===== src/core/smoc_pkg.sv =====
package smoc_pkg;
    localparam int CODE_W = 14;
    localparam int WORD_W = 16;
    // Main output configuration word
    localparam int OSEL_LSB = 1;
    localparam logic [1:0] OSEL_PDM = 2'h2;
    localparam int MODE_BIT = 7;
    localparam int CAL_LSB = 3;
    // Alarm configuration word
    localparam int HI_POL_BIT = 0;
    localparam int HI_OD_BIT = 1;
    localparam int LO_POL_BIT = 2;
    localparam int LO_OD_BIT = 3;
    // Front-end configuration words: resolution field
    localparam int RES_LSB = 10;
    localparam logic [1:0] RES_8 = 2'h0;
    localparam logic [1:0] RES_10 = 2'h1;
    localparam logic [1:0] RES_12 = 2'h2;
    localparam logic [1:0] RES_14 = 2'h3;
    // Reset values
    localparam logic [15:0] WORD_RST = 16'h0000;
    localparam logic [13:0] CODE_RST = 14'h0000;
    // Density bit period
    localparam int CLK_PERIOD_NS = 5;
    localparam int PDM_BIT_NS = 20;
    localparam int PDM_DIV = (PDM_BIT_NS + CLK_PERIOD_NS - 1) / CLK_PERIOD_NS;
    localparam logic [3:0] PDM_DIV_LAST = 4'(PDM_DIV - 1);
endpackage


===== src/core/smoc_pdm.sv =====
`timescale 1ns/1ps
`default_nettype none
module smoc_pdm (
    // Clock and reset
    input wire logic clk,
    input wire logic rst_b,
    // Bit-rate enable and code
    input wire logic bit_en,
    input wire logic [13:0] code,
    // Density stream
    output logic pdm_o
);
    logic [14:0] sum;
    logic [13:0] acc_r;
    logic [13:0] acc_nxt;
    logic pdm_nxt;

    // First-order modulator: carry out is the density bit
    always_comb
    begin
        sum = {1'b0, acc_r} + {1'b0, code};
        acc_nxt = acc_r;
        pdm_nxt = pdm_o;
        if (bit_en)
        begin
            acc_nxt = sum[13:0];
            pdm_nxt = sum[14];
        end
    end

    always_ff @(posedge clk)
    begin
        if (!rst_b)
        begin
            acc_r <= smoc_pkg::CODE_RST;
            pdm_o <= 1'b0;
        end
        else
        begin
            acc_r <= acc_nxt;
            pdm_o <= pdm_nxt;
        end
    end
endmodule
`default_nettype wire


===== src/core/smoc_top.sv =====
`timescale 1ns/1ps
`default_nettype none
module smoc_top (
    // Clock and reset
    input wire logic clk,
    input wire logic rst_b,
    // Power-up configuration load
    input wire logic cfg_load,
    input wire logic [15:0] main_output_config_word,
    input wire logic [15:0] alarm_config_word,
    input wire logic [15:0] cap_front_end_word,
    input wire logic [15:0] temp_front_end_word,
    input wire logic [15:0] density_output_upper_limit,
    input wire logic [15:0] density_output_lower_limit,
    input wire logic [15:0] alarm_high_trip,
    input wire logic [15:0] alarm_high_hyst,
    input wire logic [15:0] alarm_low_trip,
    input wire logic [15:0] alarm_low_hyst,
    // Corrected readings
    input wire logic reading_valid,
    input wire logic [13:0] cap_reading,
    input wire logic [13:0] temp_reading,
    // Status
    output logic cfg_loaded,
    output logic update_mode,
    output logic density_mode,
    output logic cfg_conflict,
    output logic [1:0] cap_res,
    output logic [1:0] temp_res,
    output logic [13:0] cap_result,
    output logic [13:0] temp_result,
    output logic result_valid,
    // Pins
    output logic pdm_cap_o,
    output logic alarm_high_o,
    output logic alarm_high_oe_n,
    output logic alarm_low_o,
    output logic alarm_low_oe_n
);
    logic loaded_r, loaded_nxt;
    logic [15:0] main_r, main_nxt, alm_cfg_r, alm_cfg_nxt;
    logic [15:0] upper_r, upper_nxt, lower_r, lower_nxt;
    logic [15:0] hi_trip_r, hi_trip_nxt, hi_hyst_r, hi_hyst_nxt;
    logic [15:0] lo_trip_r, lo_trip_nxt, lo_hyst_r, lo_hyst_nxt;
    logic [1:0] cres_r, cres_nxt, tres_r, tres_nxt;
    logic [13:0] cq_r, cq_nxt, tq_r, tq_nxt;
    logic [13:0] ccode_r, ccode_nxt, tcode_r, tcode_nxt;
    logic alm_hi_r, alm_hi_nxt, alm_lo_r, alm_lo_nxt;
    logic rv_r, rv_nxt;
    logic [3:0] div_r, div_nxt;
    logic bit_en;
    logic pdm_cap, pdm_temp;
    logic hi_o_nxt, hi_oe_n_nxt, lo_o_nxt, lo_oe_n_nxt;
    logic hi_o_r, hi_oe_n_r, lo_o_r, lo_oe_n_r;
    logic is_pdm;
    logic [13:0] cq_new, tq_new;
    logic hi_lvl, lo_lvl;

    // Keeps the top bits of a 14-bit reading for the selected resolution
    function automatic logic [13:0] res_mask(input logic [1:0] r);
        case (r)
            smoc_pkg::RES_8: res_mask = 14'h3fc0;
            smoc_pkg::RES_10: res_mask = 14'h3ff0;
            smoc_pkg::RES_12: res_mask = 14'h3ffc;
            default: res_mask = 14'h3fff;
        endcase
    endfunction

    // Clamps a code between the two limit words
    function automatic logic [13:0] clip(input logic [13:0] v,
        input logic [15:0] lo, input logic [15:0] hi);
        if ({2'h0, v} > hi)
            clip = hi[13:0];
        else if ({2'h0, v} < lo)
            clip = lo[13:0];
        else
            clip = v;
    endfunction

    assign is_pdm = main_r[smoc_pkg::OSEL_LSB +: 2] == smoc_pkg::OSEL_PDM;

    always_comb
    begin
        loaded_nxt = loaded_r;
        main_nxt = main_r;
        alm_cfg_nxt = alm_cfg_r;
        upper_nxt = upper_r;
        lower_nxt = lower_r;
        hi_trip_nxt = hi_trip_r;
        hi_hyst_nxt = hi_hyst_r;
        lo_trip_nxt = lo_trip_r;
        lo_hyst_nxt = lo_hyst_r;
        cres_nxt = cres_r;
        tres_nxt = tres_r;
        cq_nxt = cq_r;
        tq_nxt = tq_r;
        ccode_nxt = ccode_r;
        tcode_nxt = tcode_r;
        alm_hi_nxt = alm_hi_r;
        alm_lo_nxt = alm_lo_r;
        rv_nxt = 1'b0;
        cq_new = cap_reading & res_mask(cres_r);
        tq_new = temp_reading & res_mask(tres_r);
        // Configuration is taken only from the load strobe
        if (cfg_load)
        begin
            loaded_nxt = 1'b1;
            main_nxt = main_output_config_word;
            alm_cfg_nxt = alarm_config_word;
            upper_nxt = density_output_upper_limit;
            lower_nxt = density_output_lower_limit;
            hi_trip_nxt = alarm_high_trip;
            hi_hyst_nxt = alarm_high_hyst;
            lo_trip_nxt = alarm_low_trip;
            lo_hyst_nxt = alarm_low_hyst;
            cres_nxt = cap_front_end_word[smoc_pkg::RES_LSB +: 2];
            tres_nxt = temp_front_end_word[smoc_pkg::RES_LSB +: 2];
        end
        else if (loaded_r && reading_valid)
        begin
            rv_nxt = 1'b1;
            cq_nxt = cq_new;
            tq_nxt = tq_new;
            ccode_nxt = clip(cq_new, lower_r, upper_r);
            tcode_nxt = clip(tq_new, lower_r, upper_r);
            // Trip and release with hysteresis
            if ({2'h0, cq_new} > hi_trip_r)
                alm_hi_nxt = 1'b1;
            else if ({3'h0, cq_new} + {1'b0, hi_hyst_r} < {1'b0, hi_trip_r})
                alm_hi_nxt = 1'b0;
            if ({2'h0, cq_new} < lo_trip_r)
                alm_lo_nxt = 1'b1;
            else if ({3'h0, cq_new} > {1'b0, lo_trip_r} + {1'b0, lo_hyst_r})
                alm_lo_nxt = 1'b0;
        end
        div_nxt = (div_r == smoc_pkg::PDM_DIV_LAST) ? 4'h0 : div_r + 4'h1;
        // Pin levels: polarity flips the active level
        hi_lvl = alm_hi_r ^ alm_cfg_r[smoc_pkg::HI_POL_BIT];
        lo_lvl = alm_lo_r ^ alm_cfg_r[smoc_pkg::LO_POL_BIT];
        hi_o_nxt = 1'b0;
        hi_oe_n_nxt = 1'b1;
        lo_o_nxt = 1'b0;
        lo_oe_n_nxt = 1'b1;
        if (loaded_r)
        begin
            hi_o_nxt = alm_cfg_r[smoc_pkg::HI_OD_BIT] ? 1'b0 : hi_lvl;
            hi_oe_n_nxt = alm_cfg_r[smoc_pkg::HI_OD_BIT] ? hi_lvl : 1'b0;
            if (is_pdm)
            begin
                lo_o_nxt = pdm_temp;
                lo_oe_n_nxt = 1'b0;
            end
            else
            begin
                lo_o_nxt = alm_cfg_r[smoc_pkg::LO_OD_BIT] ? 1'b0 : lo_lvl;
                lo_oe_n_nxt = alm_cfg_r[smoc_pkg::LO_OD_BIT] ? lo_lvl : 1'b0;
            end
        end
    end

    always_ff @(posedge clk)
    begin
        if (!rst_b)
        begin
            loaded_r <= 1'b0;
            main_r <= smoc_pkg::WORD_RST;
            alm_cfg_r <= smoc_pkg::WORD_RST;
            upper_r <= smoc_pkg::WORD_RST;
            lower_r <= smoc_pkg::WORD_RST;
            hi_trip_r <= smoc_pkg::WORD_RST;
            hi_hyst_r <= smoc_pkg::WORD_RST;
            lo_trip_r <= smoc_pkg::WORD_RST;
            lo_hyst_r <= smoc_pkg::WORD_RST;
            cres_r <= smoc_pkg::RES_14;
            tres_r <= smoc_pkg::RES_14;
            cq_r <= smoc_pkg::CODE_RST;
            tq_r <= smoc_pkg::CODE_RST;
            ccode_r <= smoc_pkg::CODE_RST;
            tcode_r <= smoc_pkg::CODE_RST;
            alm_hi_r <= 1'b0;
            alm_lo_r <= 1'b0;
            rv_r <= 1'b0;
            div_r <= 4'h0;
            hi_o_r <= 1'b0;
            hi_oe_n_r <= 1'b1;
            lo_o_r <= 1'b0;
            lo_oe_n_r <= 1'b1;
        end
        else
        begin
            loaded_r <= loaded_nxt;
            main_r <= main_nxt;
            alm_cfg_r <= alm_cfg_nxt;
            upper_r <= upper_nxt;
            lower_r <= lower_nxt;
            hi_trip_r <= hi_trip_nxt;
            hi_hyst_r <= hi_hyst_nxt;
            lo_trip_r <= lo_trip_nxt;
            lo_hyst_r <= lo_hyst_nxt;
            cres_r <= cres_nxt;
            tres_r <= tres_nxt;
            cq_r <= cq_nxt;
            tq_r <= tq_nxt;
            ccode_r <= ccode_nxt;
            tcode_r <= tcode_nxt;
            alm_hi_r <= alm_hi_nxt;
            alm_lo_r <= alm_lo_nxt;
            rv_r <= rv_nxt;
            div_r <= div_nxt;
            hi_o_r <= hi_o_nxt;
            hi_oe_n_r <= hi_oe_n_nxt;
            lo_o_r <= lo_o_nxt;
            lo_oe_n_r <= lo_oe_n_nxt;
        end
    end

    // Modulators run only once loaded and in density mode
    assign bit_en = (div_r == smoc_pkg::PDM_DIV_LAST) && loaded_r && is_pdm;

    smoc_pdm u_pdm_cap (
        .clk(clk),
        .rst_b(rst_b),
        .bit_en(bit_en),
        .code(ccode_r),
        .pdm_o(pdm_cap)
    );

    smoc_pdm u_pdm_temp (
        .clk(clk),
        .rst_b(rst_b),
        .bit_en(bit_en),
        .code(tcode_r),
        .pdm_o(pdm_temp)
    );

    assign pdm_cap_o = pdm_cap & is_pdm & loaded_r;
    assign alarm_high_o = hi_o_r;
    assign alarm_high_oe_n = hi_oe_n_r;
    assign alarm_low_o = lo_o_r;
    assign alarm_low_oe_n = lo_oe_n_r;
    assign cfg_loaded = loaded_r;
    assign update_mode = main_r[smoc_pkg::MODE_BIT];
    assign density_mode = is_pdm & loaded_r;
    // Flags a density selection left in sleep mode
    assign cfg_conflict = loaded_r & is_pdm & ~main_r[smoc_pkg::MODE_BIT];
    assign cap_res = cres_r;
    assign temp_res = tres_r;
    assign cap_result = cq_r;
    assign temp_result = tq_r;
    assign result_valid = rv_r;
endmodule
`default_nettype wire


===== config.mk =====
export PLATFORM = sky130hd
export DESIGN_NAME = smoc_top
export DESIGN_NICKNAME = d
export VERILOG_FILES = /design/src/core/smoc_pkg.sv /design/src/core/smoc_pdm.sv /design/src/core/smoc_top.sv
export SDC_FILE = /design/constraint.sdc
export NUM_CORES = 1
export LEC_CHECK = 0
export ABC_CLOCK_PERIOD_IN_PS = 6150
export BUFFER_PORTS_ARGS = -buffer_cell sky130_fd_sc_hd__buf_2
export CAP_MARGIN = 20
export CORE_MARGIN = 2
export CORE_UTILIZATION = 40
export CTS_CLUSTER_SIZE = 10
export DETAILED_ROUTE_END_ITERATION = 6
export PLACE_DENSITY_LB_ADDON = 0.25
export SKIP_CTS_REPAIR_TIMING = 1
export SYNTH_ARGS = -nofsm -noshare
export SYNTH_HDL_FRONTEND = slang
export SYNTH_HIERARCHICAL = 1
export SYNTH_SLANG_ARGS = --single-unit

===== constraint.sdc =====
create_clock -name clk -period 6.15 [get_ports clk]
set_input_delay 0.9225 -clock clk [delete_from_list [all_inputs] [get_ports clk]]
set_output_delay 0.9225 -clock clk [all_outputs]
set_load 0.02 [all_outputs]

==> results of run 1 <==
## worst paths after layout
check / start / end / depth (start not counted)
worst max-delay path: cap_res[1]$_SDFFE_PN1P_ / alm_hi_r$_SDFFE_PN0P_ / 19
worst min-delay path: div_r[0]$_SDFF_PP0_ / div_r[0]$_SDFF_PP0_ / 1
worst max register to register: cap_res[1]$_SDFFE_PN1P_ / alm_hi_r$_SDFFE_PN0P_ / 19
worst min register to register: div_r[0]$_SDFF_PP0_ / div_r[0]$_SDFF_PP0_ / 1
## sequential cells by signal (all words and copies together), names as in the netlist, 14 cells and up
name              cells
tcode_r              14
u_pdm_cap/acc_r      14
u_pdm_temp/acc_r     14
lower_r              16
hi_trip_r            16
ccode_r              14
lo_hyst_r            16
lo_trip_r            16
hi_hyst_r            16
temp_result          14
upper_r              16
cap_result           14
## cell families (layout without fill, tap and decap cells)
family | count (synthesis) | count (layout) | share of synthesized area (%)
compound gates | 338 | 338 | 18.15
xor+xnor | 40 | 40 | 2.642
buf+inv | 129 | 308 | 3.860
mux | 139 | 139 | 10.49
flops | 205 | 205 | 30.95
simple gates | 440 | 440 | 17.91
fa+ha+maj | 168 | 168 | 16.00
## metrics by stage
step	util (%)	area [µm²]	std cells	hold slack (ps)	worst slack [ps]
4_1_cts	47.16	15380	2079	450.8	1249
3_3_place_gp	44.70	14580	2039	431.0	850.4
5_1_grt	47.21	15400	2080	471.3	808.1
6_report	47.21	15400	2080	450.0	1209
3_5_place_dp	44.70	14580	2039	436.8	750.3
2_1_floorplan	-	13260	1459	416.6	1463
## layer usage
metal  GRT usage (%)  wire length [µm]  share of wire, %
met5               0                13             0.035
met2           35.79             17050                45
met3           2.935              1961               5.2
met4           5.984               986               2.6
met1           29.49             17530                47
## cell type report
class                      instances  area (µm²)  area share (%)
multi-input combinational       1125        8653           56.20
tap                              442       553.0           3.591
clock buffer                      37       763.2           4.957
timing repair buffer             190       992.2           6.443
clock inverter                     3       40.04          0.2600
sequential                       205        4104           26.65
inverter                          78       292.8           1.901
## report_power, final
part / switching (mW) / leakage, nW / total, mW / internal [mW]
Sequential: 0.0541 / 1.68 / 1.44 / 1.38
Combinational: 0.357 / 4.78 / 0.645 / 0.288
Clock: 0.567 / 0.397 / 1.45 / 0.888
## Yosys cell counts (all sizes together) (12+ instances only)
master  count
nand3      27
nor3       14
o21a       25
a21boi     27
nand2b     22
nand2     126
and3       14
a21o       40
ha        159
nor2b     116
nand4      18
o221ai     15
and2       20
inv        78
buf        12
clkbuf     39
o21ai      57
a21oi      67
nand3b     13
dfxtp     205
mux2i     139
nor2       50
o211ai     13
xnor2      35
## cell usage in the layout, fill, tap and decap left out, types with 35 or more instances in the layout
master,netlist,layout
sky130_fd_sc_hd__a21o_1,40,40
sky130_fd_sc_hd__ha_1,159,159
sky130_fd_sc_hd__dfxtp_1,205,205
sky130_fd_sc_hd__xnor2_1,35,35
sky130_fd_sc_hd__buf_2,7,178
sky130_fd_sc_hd__nor2b_1,116,116
sky130_fd_sc_hd__nor2_1,48,46
sky130_fd_sc_hd__o21ai_0,44,44
sky130_fd_sc_hd__a21oi_1,65,65
sky130_fd_sc_hd__inv_1,77,77
sky130_fd_sc_hd__nand2_1,124,124
sky130_fd_sc_hd__mux2i_1,139,139
==> impl_summary.md, run 1 <==
Global routing
The number of antenna violations at the first check in global routing is 1. The via count of the first global-routing pass is roughly 11,000. The sum of overflow across all layers after global routing is 0.

The first global-routing pass estimated roughly 60,000 µm of wire. Global routing used between 20% and 30% of the available tracks. The maximum number of pins on one net before global-route repair is 70.

Worst setup path
The reg2reg setup slack is approximately 1200 ps. The combined buffer and inverter count along the critical path is 1. The startpoint kind of the worst setup timing path is a flop. Walking the worst path, the cells encountered are nand3_1 -> inv_1 -> ha_1 -> fa_1 -> and2_1 -> maj3_2 -> a21oi_2 -> o211ai_2 -> o21a_1 -> a21bo_1 -> o41ai_2 -> xnor2_1 -> ha_1 -> a21oi_1 -> nor2b_1 -> a2111oi_0 -> o221ai_1 -> a221oi_1 -> o21ai_0.

On the worst path, the slowest cell contributes a delay of between 400 and 500 ps. Data on the critical path arrives at its endpoint at 5340 ps. The most frequent cell on the critical path is sky130_fd_sc_hd__ha_1. The worst-path maximum fanout is 13. The library cell contributing the largest single delay on the critical path is sky130_fd_sc_hd__dfxtp_1. Grouping stages by cell kind, the critical path spends the most delay in compound AO/OA/AOI/OAI gates.

The required time at the worst-slack endpoint is 6550 ps. The path type of the worst setup path is reg -> reg. The element type at the critical path end is a flop.

Job
The number of maximum-capacitance constraint violations is 0.

CTS
The CTS tree is done. The maximum level of the CTS H-tree is 1. The clock transition at the register clock pins on the worst setup and hold paths after CTS is around 60 ps. The root buffer cell is sky130_fd_sc_hd__clkbuf_16. The clock reaches the later pin of the worst-skew pair after between 500 and 600 ps.

The number of clock sinks is slightly above 200. The buffer depth of the longest clock path is 3. Counting the buffers created by CTS gives 26.

Place
After legalization and detailed placement, the total HPWL measured between 20,000 and 30,000 µm. The routability congestion estimate is 0.8796. The number of port buffers is between 150 and 200.

Finish
In the final design database the tool counted between 1,500 and 2,000 nets. Of the cells placed in the final design, the portion with a size suffix greater than 1 is 15.63%. The final antenna diode count is 0. The area added between synthesis and finish is 16.14%. Counting the fill cells in the layout gives 3,164.

Route
The final routed DRC violation total is 0. The routed via count divided by cell count is 5.351. The post-detailed-route count of antenna-violating nets is 0. The via total after detailed routing is between 10,000 and 15,000. The iteration count of the initial detailed-routing pass is 5.

The mean routed wirelength per cell is between 15 and 20 µm. The detailed-route wire length is between 30,000 and 40,000 µm. The DRC marker count from the first detailed-route iteration is between 500 and 600.

Die
The standard-cell row count is 66. The die is between 150 and 200 µm wide. The area enclosed by the die boundary is 34,620 µm². The placeable core area is roughly 33,000 µm².

Pin placement for this block handled 234 I/O pins. The chip height is 186.1 µm. The initial standard-cell utilization of the core is approximately two fifths.

Timing
The smallest clock period supported by the final layout is computed as just under 5000 ps. Summed over all failing endpoints, the final setup total negative slack is 0 ps. The final count of hold timing violations is 0. The actual slew at the worst max-slew pin is between 900 and 1000 ps.

The headroom to the max-slew limit is approximately a third. The final-report setup violation count is 0. The final setup skew is 16.99 ps.

Setup repair after global routing left no endpoint under its margin. The number of slew-limit violations in the final report is 0. The final worst-path cycle share is roughly four fifths.

The achievable clock frequency is about 200 MHz.

Synthesis
The total of warnings raised by yosys is 6. Counting flops and latches in the post-synthesis netlist gives roughly 200. The count of unique library cells instantiated by Yosys is roughly 80.

The cell area after synthesis is around 13,000 µm². The portion of synthesized cell area occupied by the leading cell type is 30.95%. Dividing the synthesized area by the synthesized cell count gives 9.088 µm². For this run, the register share of the synthesized area comes to between 30% and 40%. The share of synthesized flip-flops with an asynchronous set or reset is 0%.

Of all cell types, the one taking the most synthesized area is sky130_fd_sc_hd__dfxtp_1. The number of nets produced by synthesis is ~1,800. The synthesized instance count is 1,459. The number of flops mapped to enable cells by yosys is 0. In the post-synthesis netlist, the biggest area contributors are sky130_fd_sc_hd__dfxtp_1 (31%), sky130_fd_sc_hd__ha_1 (15%), sky130_fd_sc_hd__mux2i_1 (10%).

The predominant post-synthesis flop cell is sky130_fd_sc_hd__dfxtp_1.

Status
The flow ran to the end, and the final reports show no timing, DRC or antenna violations.

Worst hold path
The tightest min-delay check is of the reg -> reg type.

Pwr
Power spread over the standard cell area amounts to 229.8 nW/µm². The worst-case IR drop observed on VDD is 180.6 µV. The completed layout was analyzed and its total power is around 3.5 mW. The leakage component of the power is roughly 7 nW.
Note: power is estimated with default switching activity, not from simulation.
==> run 2: changes to the inputs <==
--- a/config.mk
+++ b/config.mk
@@ -5,7 +5,7 @@
 export SDC_FILE = /design/constraint.sdc
 export NUM_CORES = 1
 export LEC_CHECK = 0
-export ABC_CLOCK_PERIOD_IN_PS = 6150
+export ABC_CLOCK_PERIOD_IN_PS = 4450
 export BUFFER_PORTS_ARGS = -buffer_cell sky130_fd_sc_hd__buf_2
 export CAP_MARGIN = 20
 export CORE_MARGIN = 2
==> constraint.sdc (replaced) <==
create_clock -name clk -period 4.45 [get_ports clk]
set_input_delay 0.6675 -clock clk [delete_from_list [all_inputs] [get_ports clk]]
set_output_delay 0.6675 -clock clk [all_outputs]
set_load 0.02 [all_outputs]
==> impl_summary.md, run 2 (same netlist as run 1, synthesis figures left out) <==
Status
Run status: completed (unchanged).

Timing
The total negative slack was 0 ps (unchanged). The final-report setup violation count is 0 (unchanged). The actual slew at the worst max-slew pin came to 952.9 ps (was 982.8 ps). The final count of hold timing violations was 0 (unchanged). The final critical delay including setup and external delays is 4181 ps (was 4941 ps). The achievable clock frequency is 239.2 MHz (was 202.4 MHz).

The number of slew-limit violations in the final report came to 0 (unchanged). The setup slack after layout is 269.2 ps (was 1209 ps). The final worst-path cycle share is 93.95% (was 80.35%). The final setup skew is 11.79 ps (was 16.99 ps). The headroom to the max-slew limit is 36.13% (was 34.12%).

CTS
The CTS tree is done (unchanged). The clock transition at the register clock pins on the worst setup and hold paths after CTS is 60 ps (about the same). The clock latency reported for the late side of the worst-skew pair came to 530 ps (was 540 ps). The maximum level of the CTS H-tree is 1 (unchanged). The root buffer cell is sky130_fd_sc_hd__clkbuf_16 (unchanged).

The total clock buffers created by CTS was 25 (was 26). The number of clock sinks was 205 (unchanged). The buffer depth of the longest clock path is 3 (unchanged).

Worst setup path
The highest cell delay on the worst timing path is 340 ps (was 460 ps). The startpoint kind of the worst setup timing path is a flop (unchanged). The required time at the worst-slack endpoint came to 4840 ps (was 6550 ps). The worst-path maximum fanout is 6 (was 13). The worst flop-to-flop path startpoint is cap_res[0]$_SDFFE_PN1P_ (was cap_res[1]$_SDFFE_PN1P_).

The destination of the worst register-to-register timing path is alm_hi_r$_SDFFE_PN0P_ (unchanged). The combined buffer and inverter count along the critical path is 1 (unchanged). The family with the most delay on the worst path is compound AO/OA/AOI/OAI gates (unchanged). The endpoint arrival time on the critical path is 4570 ps (was 5340 ps). The reg2reg setup slack was 270 ps (was 1210 ps). Series of cell instances along the critical path: nand3_2 -> inv_1 -> ha_1 -> fa_2 -> and2_1 -> maj3_2 -> a21oi_4 -> o211ai_2 -> o21a_1 -> a21bo_1 -> o41ai_2 -> xnor2_1 -> ha_1 -> a21oi_2 -> nor2b_1 -> a2111oi_2 -> o221ai_1 -> a221oi_1 -> o21ai_0 (was nand3_1 -> inv_1 -> ha_1 -> fa_1 -> and2_1 -> maj3_2 -> a21oi_2 -> o211ai_2 -> o21a_1 -> a21bo_1 -> o41ai_2 -> xnor2_1 -> ha_1 -> a21oi_1 -> nor2b_1 -> a2111oi_0 -> o221ai_1 -> a221oi_1 -> o21ai_0). The path type of the worst setup path is reg -> reg (unchanged).

The library cell contributing the largest single delay on the critical path is sky130_fd_sc_hd__dfxtp_2 (was sky130_fd_sc_hd__dfxtp_1). The element type at the critical path end is a flop (unchanged). The most frequent cell on the critical path was sky130_fd_sc_hd__ha_1 (unchanged). The cell count of the worst reg-to-reg path is 19 (unchanged).

Place
The number of port buffers came to 180 (unchanged). The routability congestion estimate was 0.8939 (was 0.8796). The HPWL after detailed placement is 29,200 µm (was 28,370 µm). The post-placement worst setup slack is -231.8 ps (was 750.3 ps). The number of placed cells counting well taps is 2,056 (was 2,039).

Worst hold path
The worst min-delay path endpoint is temp_res[0]$_SDFFE_PN1P_ (was div_r[0]$_SDFF_PP0_). The cell depth of the worst hold path is 3 (was 1). The launch point of the worst hold path is temp_front_end_word[10] (was div_r[0]$_SDFF_PP0_). The worst hold path class is in -> reg (was reg -> reg).

Finish
The post-layout instance count excluding filler cells is 2,092 (was 2,080). The fraction of layout cells with a size suffix above 1 is 16.74% (was 15.63%). The fraction of the core area covered by cells at the end of the flow is 47.36% (was 47.21%). The area added between synthesis and finish is 16.50% (was 16.14%).

Most frequent cells in the layout: sky130_fd_sc_hd__dfxtp_1 (203), sky130_fd_sc_hd__buf_2 (178), sky130_fd_sc_hd__ha_1 (159) (was sky130_fd_sc_hd__dfxtp_1 (205), sky130_fd_sc_hd__buf_2 (178), sky130_fd_sc_hd__ha_1 (159)). The register area is 4106 µm² (was 4104 µm²). The area used by multi-input combinational logic is 8683 µm² (was 8653 µm²). The most common library cell in the layout ignoring fill and taps is sky130_fd_sc_hd__dfxtp_1 (unchanged). The number of inserted filler cells in the final layout was 3,186 (was 3,164). The final-stage net count is 1,997 (was 1,981).

Route
The met2 layer wire length in the routed design came to 17,330 µm (was 17,050 µm). The detailed-route wire length was 38,170 µm (was 37,540 µm). The mean routed wirelength per cell is 18.25 µm (was 18.05 µm). The detailed-routing wirelength on met1 is 17,960 µm (was 17,530 µm). The final routed DRC violation total is 0 (unchanged).

The routed via count divided by cell count is 5.348 (was 5.351). The via total after detailed routing is 11,190 (was 11,130). The length of routed met3 wiring is 1835 µm (was 1961 µm). The post-detailed-route count of antenna-violating nets is 0 (unchanged). The iteration count of the initial detailed-routing pass is 5 (unchanged). The top layer used by detailed routing is met5 (unchanged). The DRC marker count from the first detailed-route iteration was 689 (was 590).

Pwr
The part of the total power dissipated in the clock network is 38.5% (was 41.1%). The switching power share of the total is 28.43% (was 27.64%). The net switching power of the design is 1.342 mW (was 978.0 µW). The share of total power in sequential cells was 42.1% (was 40.7%). The relative contribution of combinational cells to total power is 19.4% (was 18.2%). The total power per unit cell area is 305.6 nW/µm² (was 229.8 nW/µm²).

The worst vdd rail ir drop was 283.3 µV (was 180.6 µV). The leakage component of the power is 6.891 nW (was 6.858 nW). The internal power was 3.379 mW (was 2.561 mW). The total power consumption of the routed design is 4.721 mW (was 3.539 mW).

Die
The area enclosed by the die boundary is 34,620 µm² (unchanged). The chip height came to 186.1 µm (unchanged). The standard-cell row count is 66 (unchanged). The width of the chip is 186.1 µm (unchanged). The placeable core area is 32,620 µm² (unchanged). The initial standard-cell utilization of the core is 40.65% (unchanged).

The count of boundary I/O pins came to 234 (unchanged).

Global routing
The global-route total usage across every layer is 21.89% (was 21.65%). The sum of overflow across all layers after global routing is 0 (unchanged). The via count of the first global-routing pass was 10,730 (was 10,820). The wire length of the first global-routing pass is 58,860 µm (was 58,770 µm). The maximum number of pins on one net before global-route repair came to 93 (was 70). The number of antenna violations at the first check in global routing is 3 (was 1).

Job
The number of maximum-capacitance constraint violations is 0 (unchanged).
-- run 2: cell count changes in the layout (fill, tap and decap cells not counted), sizes merged --
cell,change
buf,+17
bufinv,-1
clkbuf,-6
diode,+1
inv,+1
-- run 2: cell type report --
cell class                      instances  share of cell area [%]
Timing Repair Buffer                  207                   7.201
Antenna cell                            1                 0.01620
Inverter                               78                   1.895
Clock buffer                           31                   4.390
Multi-Input combinational cell       1125                   56.21
Tap cell                              442                   3.580
Clock inverter                          3                  0.1215
Sequential cell                       205                   26.58
-- run 2: per-stage QoR --
stage                     area [µm²]  hold WS [ps]
final                          15450         356.7
after global routing           15440         363.9
after CTS                      15400         337.6
after detailed placement       14710         442.6
after global placement         14710         436.2
after floorplan                13260         416.6
-- run 2: metal layers --
| metal | vias to the layer above | track usage (%) |
|---|---|---|
| met1 | 5224 | 29.59 |
| li1 | 5630 | - |
| met4 | 4 | 5.858 |
| met3 | 62 | 3.541 |
| met2 | 269 | 36.10 |
| met5 | - | 0 |
-- run 2: tightest hold or removal path, cell delays in order --
cell	delay, ps
sky130_fd_sc_hd__buf_2	80
sky130_fd_sc_hd__mux2i_1	50
sky130_fd_sc_hd__nand2_1	60
-- run 2: power groups by stage --
stage	Combinational (mW)	Sequential (mW)	Clock [mW]
2_1_floorplan	0.613	2.01	0
3_3_place_gp	0.884	2.02	0
3_5_place_dp	0.901	2.03	0
4_1_cts	0.906	1.99	1.86
5_1_grt	1.03	2.00	1.93
6_report	0.917	1.99	1.82
-- run 2: how the worst max path moves through the flow --
stage / endpoint / startpoint / cells past startpoint / slack (ps)
after floorplan: alm_hi_r$_SDFFE_PN0P_ / cap_reading[0] / 19 / 20
after global placement: alm_hi_r$_SDFFE_PN0P_ / cap_reading[0] / 20 / -170
after detailed placement: alm_hi_r$_SDFFE_PN0P_ / cap_reading[0] / 20 / -230
after CTS: alm_hi_r$_SDFFE_PN0P_ / cap_res[0]$_SDFFE_PN1P_ / 19 / 140
after global routing: alm_hi_r$_SDFFE_PN0P_ / cap_res[0]$_SDFFE_PN1P_ / 19 / -2
final: alm_hi_r$_SDFFE_PN0P_ / cap_res[0]$_SDFFE_PN1P_ / 19 / 270
==> run 3: changes to the inputs <==
--- a/config.mk
+++ b/config.mk
@@ -5,7 +5,7 @@
 export SDC_FILE = /design/constraint.sdc
 export NUM_CORES = 1
 export LEC_CHECK = 0
-export ABC_CLOCK_PERIOD_IN_PS = 4450
+export ABC_CLOCK_PERIOD_IN_PS = 4400
 export BUFFER_PORTS_ARGS = -buffer_cell sky130_fd_sc_hd__buf_2
 export CAP_MARGIN = 20
 export CORE_MARGIN = 2
==> constraint.sdc (replaced) <==
create_clock -name clk -period 4.4 [get_ports clk]
set_input_delay 0.66 -clock clk [delete_from_list [all_inputs] [get_ports clk]]
set_output_delay 0.66 -clock clk [all_outputs]
set_load 0.02 [all_outputs]
==> impl_summary.md, run 3 (same netlist as run 1, synthesis figures left out) <==
Die
The area enclosed by the die boundary was 34,620 µm² (unchanged). The standard-cell row count is 66 (unchanged). The placeable core area is 32,620 µm² (unchanged).

The count of boundary I/O pins is 234 (unchanged). The initial standard-cell utilization of the core is 40.65% (unchanged). The width of the chip is 186.1 µm (unchanged).

The chip height was 186.1 µm (unchanged).

Timing
The final setup skew is 10.38 ps (was 11.79 ps). The actual slew at the worst max-slew pin is 990.5 ps (was 952.9 ps). The final critical delay including setup and external delays came to 4179 ps (was 4181 ps). The achievable clock frequency is 239.3 MHz (was 239.2 MHz).

The total negative slack is 0 ps (unchanged). The final-report setup violation count is 0 (unchanged). The final count of hold timing violations is 0 (unchanged). The headroom to the max-slew limit is 33.60% (was 36.13%). The final worst-path cycle share is 94.97% (was 93.95%). Setup repair after global routing left no endpoint under its margin. The number of slew-limit violations in the final report was 0 (unchanged).

Route
The iteration count of the initial detailed-routing pass was 5 (unchanged). The via total after detailed routing is 11,190 (unchanged). The post-detailed-route count of antenna-violating nets is 0 (unchanged). The mean routed wirelength per cell is 18.03 µm (was 18.25 µm). The detailed-route wire length is 37,810 µm (was 38,170 µm). The routed via count divided by cell count came to 5.336 (was 5.348). The DRC marker count from the first detailed-route iteration is 615 (was 689). The final routed DRC violation total is 0 (unchanged).

Worst hold path
The cell depth of the worst hold path is 3 (unchanged). The worst hold path class is in -> reg (unchanged).

Finish
The area added between synthesis and finish is 17.21% (was 16.50%). The fraction of layout cells with a size suffix above 1 is 16.92% (was 16.74%). The final-stage net count came to 1,998 (was 1,997). The area used by multi-input combinational logic came to 8686 µm² (was 8683 µm²). The final antenna diode count is 0 (was 1).

The number of inserted filler cells in the final layout is 3,156 (was 3,186). Most frequent cells in the layout: sky130_fd_sc_hd__dfxtp_1 (203), sky130_fd_sc_hd__buf_2 (178), sky130_fd_sc_hd__ha_1 (158) (was sky130_fd_sc_hd__dfxtp_1 (203), sky130_fd_sc_hd__buf_2 (178), sky130_fd_sc_hd__ha_1 (159)). The register area came to 4106 µm² (unchanged). The most common library cell in the layout ignoring fill and taps was sky130_fd_sc_hd__dfxtp_1 (unchanged).

Global routing
The number of antenna violations at the first check in global routing is 0 (was 3). The wire length of the first global-routing pass was 58,260 µm (was 58,860 µm). The global-route total usage across every layer is 21.59% (was 21.89%). The via count of the first global-routing pass is 10,700 (was 10,730). The maximum number of pins on one net before global-route repair is 78 (was 93). The sum of overflow across all layers after global routing is 0 (unchanged).

CTS
The buffer depth of the longest clock path came to 3 (unchanged). The maximum level of the CTS H-tree was 1 (unchanged). The CTS tree is done (unchanged). The clock latency reported for the late side of the worst-skew pair is 530 ps (about the same). The total clock buffers created by CTS was 26 (was 25). The root buffer cell is sky130_fd_sc_hd__clkbuf_16 (unchanged).

The clock transition at the register clock pins on the worst setup and hold paths after CTS is 50 ps (was 60 ps). The number of clock sinks is 205 (unchanged).

Place
The HPWL after detailed placement is 28,850 µm (was 29,200 µm). The number of port buffers was 180 (unchanged). The routability congestion estimate is 0.9163 (was 0.8939).

Status
Run status: completed (unchanged).

Worst setup path
The cell count of the worst reg-to-reg path is 19 (unchanged). The startpoint kind of the worst setup timing path is a flop (unchanged). The worst-path maximum fanout came to 6 (unchanged). The required time at the worst-slack endpoint is 4790 ps (was 4840 ps). The endpoint arrival time on the critical path is 4570 ps (about the same). The path type of the worst setup path is reg -> reg (unchanged). The element type at the critical path end is a flop (unchanged).

Job
The number of maximum-capacitance constraint violations is 0 (unchanged).

Pwr
The total power per unit cell area is 314.9 nW/µm² (was 305.6 nW/µm²). The total power consumption of the routed design is 4.893 mW (was 4.721 mW). The worst vdd rail ir drop is 311.0 µV (was 283.3 µV). The leakage component of the power is 6.928 nW (was 6.891 nW).
-- run 3: worst paths after layout --
check                                        startpoint                 endpoint  slack [ps]
worst min register to register      div_r[0]$_SDFF_PP0_      div_r[0]$_SDFF_PP0_         460
worst max-delay path            cap_res[0]$_SDFFE_PN1P_    alm_hi_r$_SDFFE_PN0P_         220
worst max register to register  cap_res[0]$_SDFFE_PN1P_    alm_hi_r$_SDFFE_PN0P_         220
worst min-delay path             cap_front_end_word[10]  cap_res[0]$_SDFFE_PN1P_         350
-- run 3: where the power goes --
| part | switching (mW) | internal [mW] |
|---|---|---|
| clock | 0.789 | 1.17 |
| sequential | 0.0747 | 1.94 |
| combinational | 0.507 | 0.419 |
| total | 1.37 | 3.52 |
-- run 3: layout make-up --
class,count,area share [%]
multi-input cells,1125,55.89
flip-flops and latches,205,26.42
repair buffers,207,7.286
clock buffers,37,4.847
well taps,442,3.558
inverters,78,1.884
clock inverters,3,0.1127
-- run 3: per-stage QoR --
step	instance area, µm²	setup slack [ps]	hold slack, ps	std cells	utilization (%)
2_1_floorplan	13270	63.71	416.6	1459	-
3_5_place_dp	14710	-289.1	443.7	2055	45.11
6_report	15540	221.2	345.7	2097	47.64
3_3_place_gp	14710	-209.4	431.2	2055	45.11
4_1_cts	15480	85.75	324.5	2095	47.47
5_1_grt	15540	9.182	346.8	2097	47.64
-- run 3: layer usage --
metal	vias to the layer above	global-route usage [%]	wire length (µm)
met5	-	0	0
met4	0	5.638	965
met3	53	2.641	1642
met2	250	35.52	17080
met1	5245	29.84	18120
li1	5641	-	-
-- run 3: worst max-delay path: stages, from the launching register on --
cell                        delay [ps]
sky130_fd_sc_hd__dfxtp_2           350
sky130_fd_sc_hd__nand3_2            90
sky130_fd_sc_hd__inv_1              60
sky130_fd_sc_hd__ha_2              190
sky130_fd_sc_hd__fa_2              350
sky130_fd_sc_hd__and2_1            170
sky130_fd_sc_hd__maj3_2            330
sky130_fd_sc_hd__a21oi_4           170
sky130_fd_sc_hd__o211ai_2          130
sky130_fd_sc_hd__o21a_1            200
sky130_fd_sc_hd__a21bo_1           210
sky130_fd_sc_hd__o41ai_2           310
sky130_fd_sc_hd__xnor2_1           120
sky130_fd_sc_hd__ha_1              330
sky130_fd_sc_hd__nand3_2           100
sky130_fd_sc_hd__nor2_1             70
sky130_fd_sc_hd__a2111oi_2         350
sky130_fd_sc_hd__o221ai_1          170
sky130_fd_sc_hd__a221oi_1          240
sky130_fd_sc_hd__o21ai_0           110
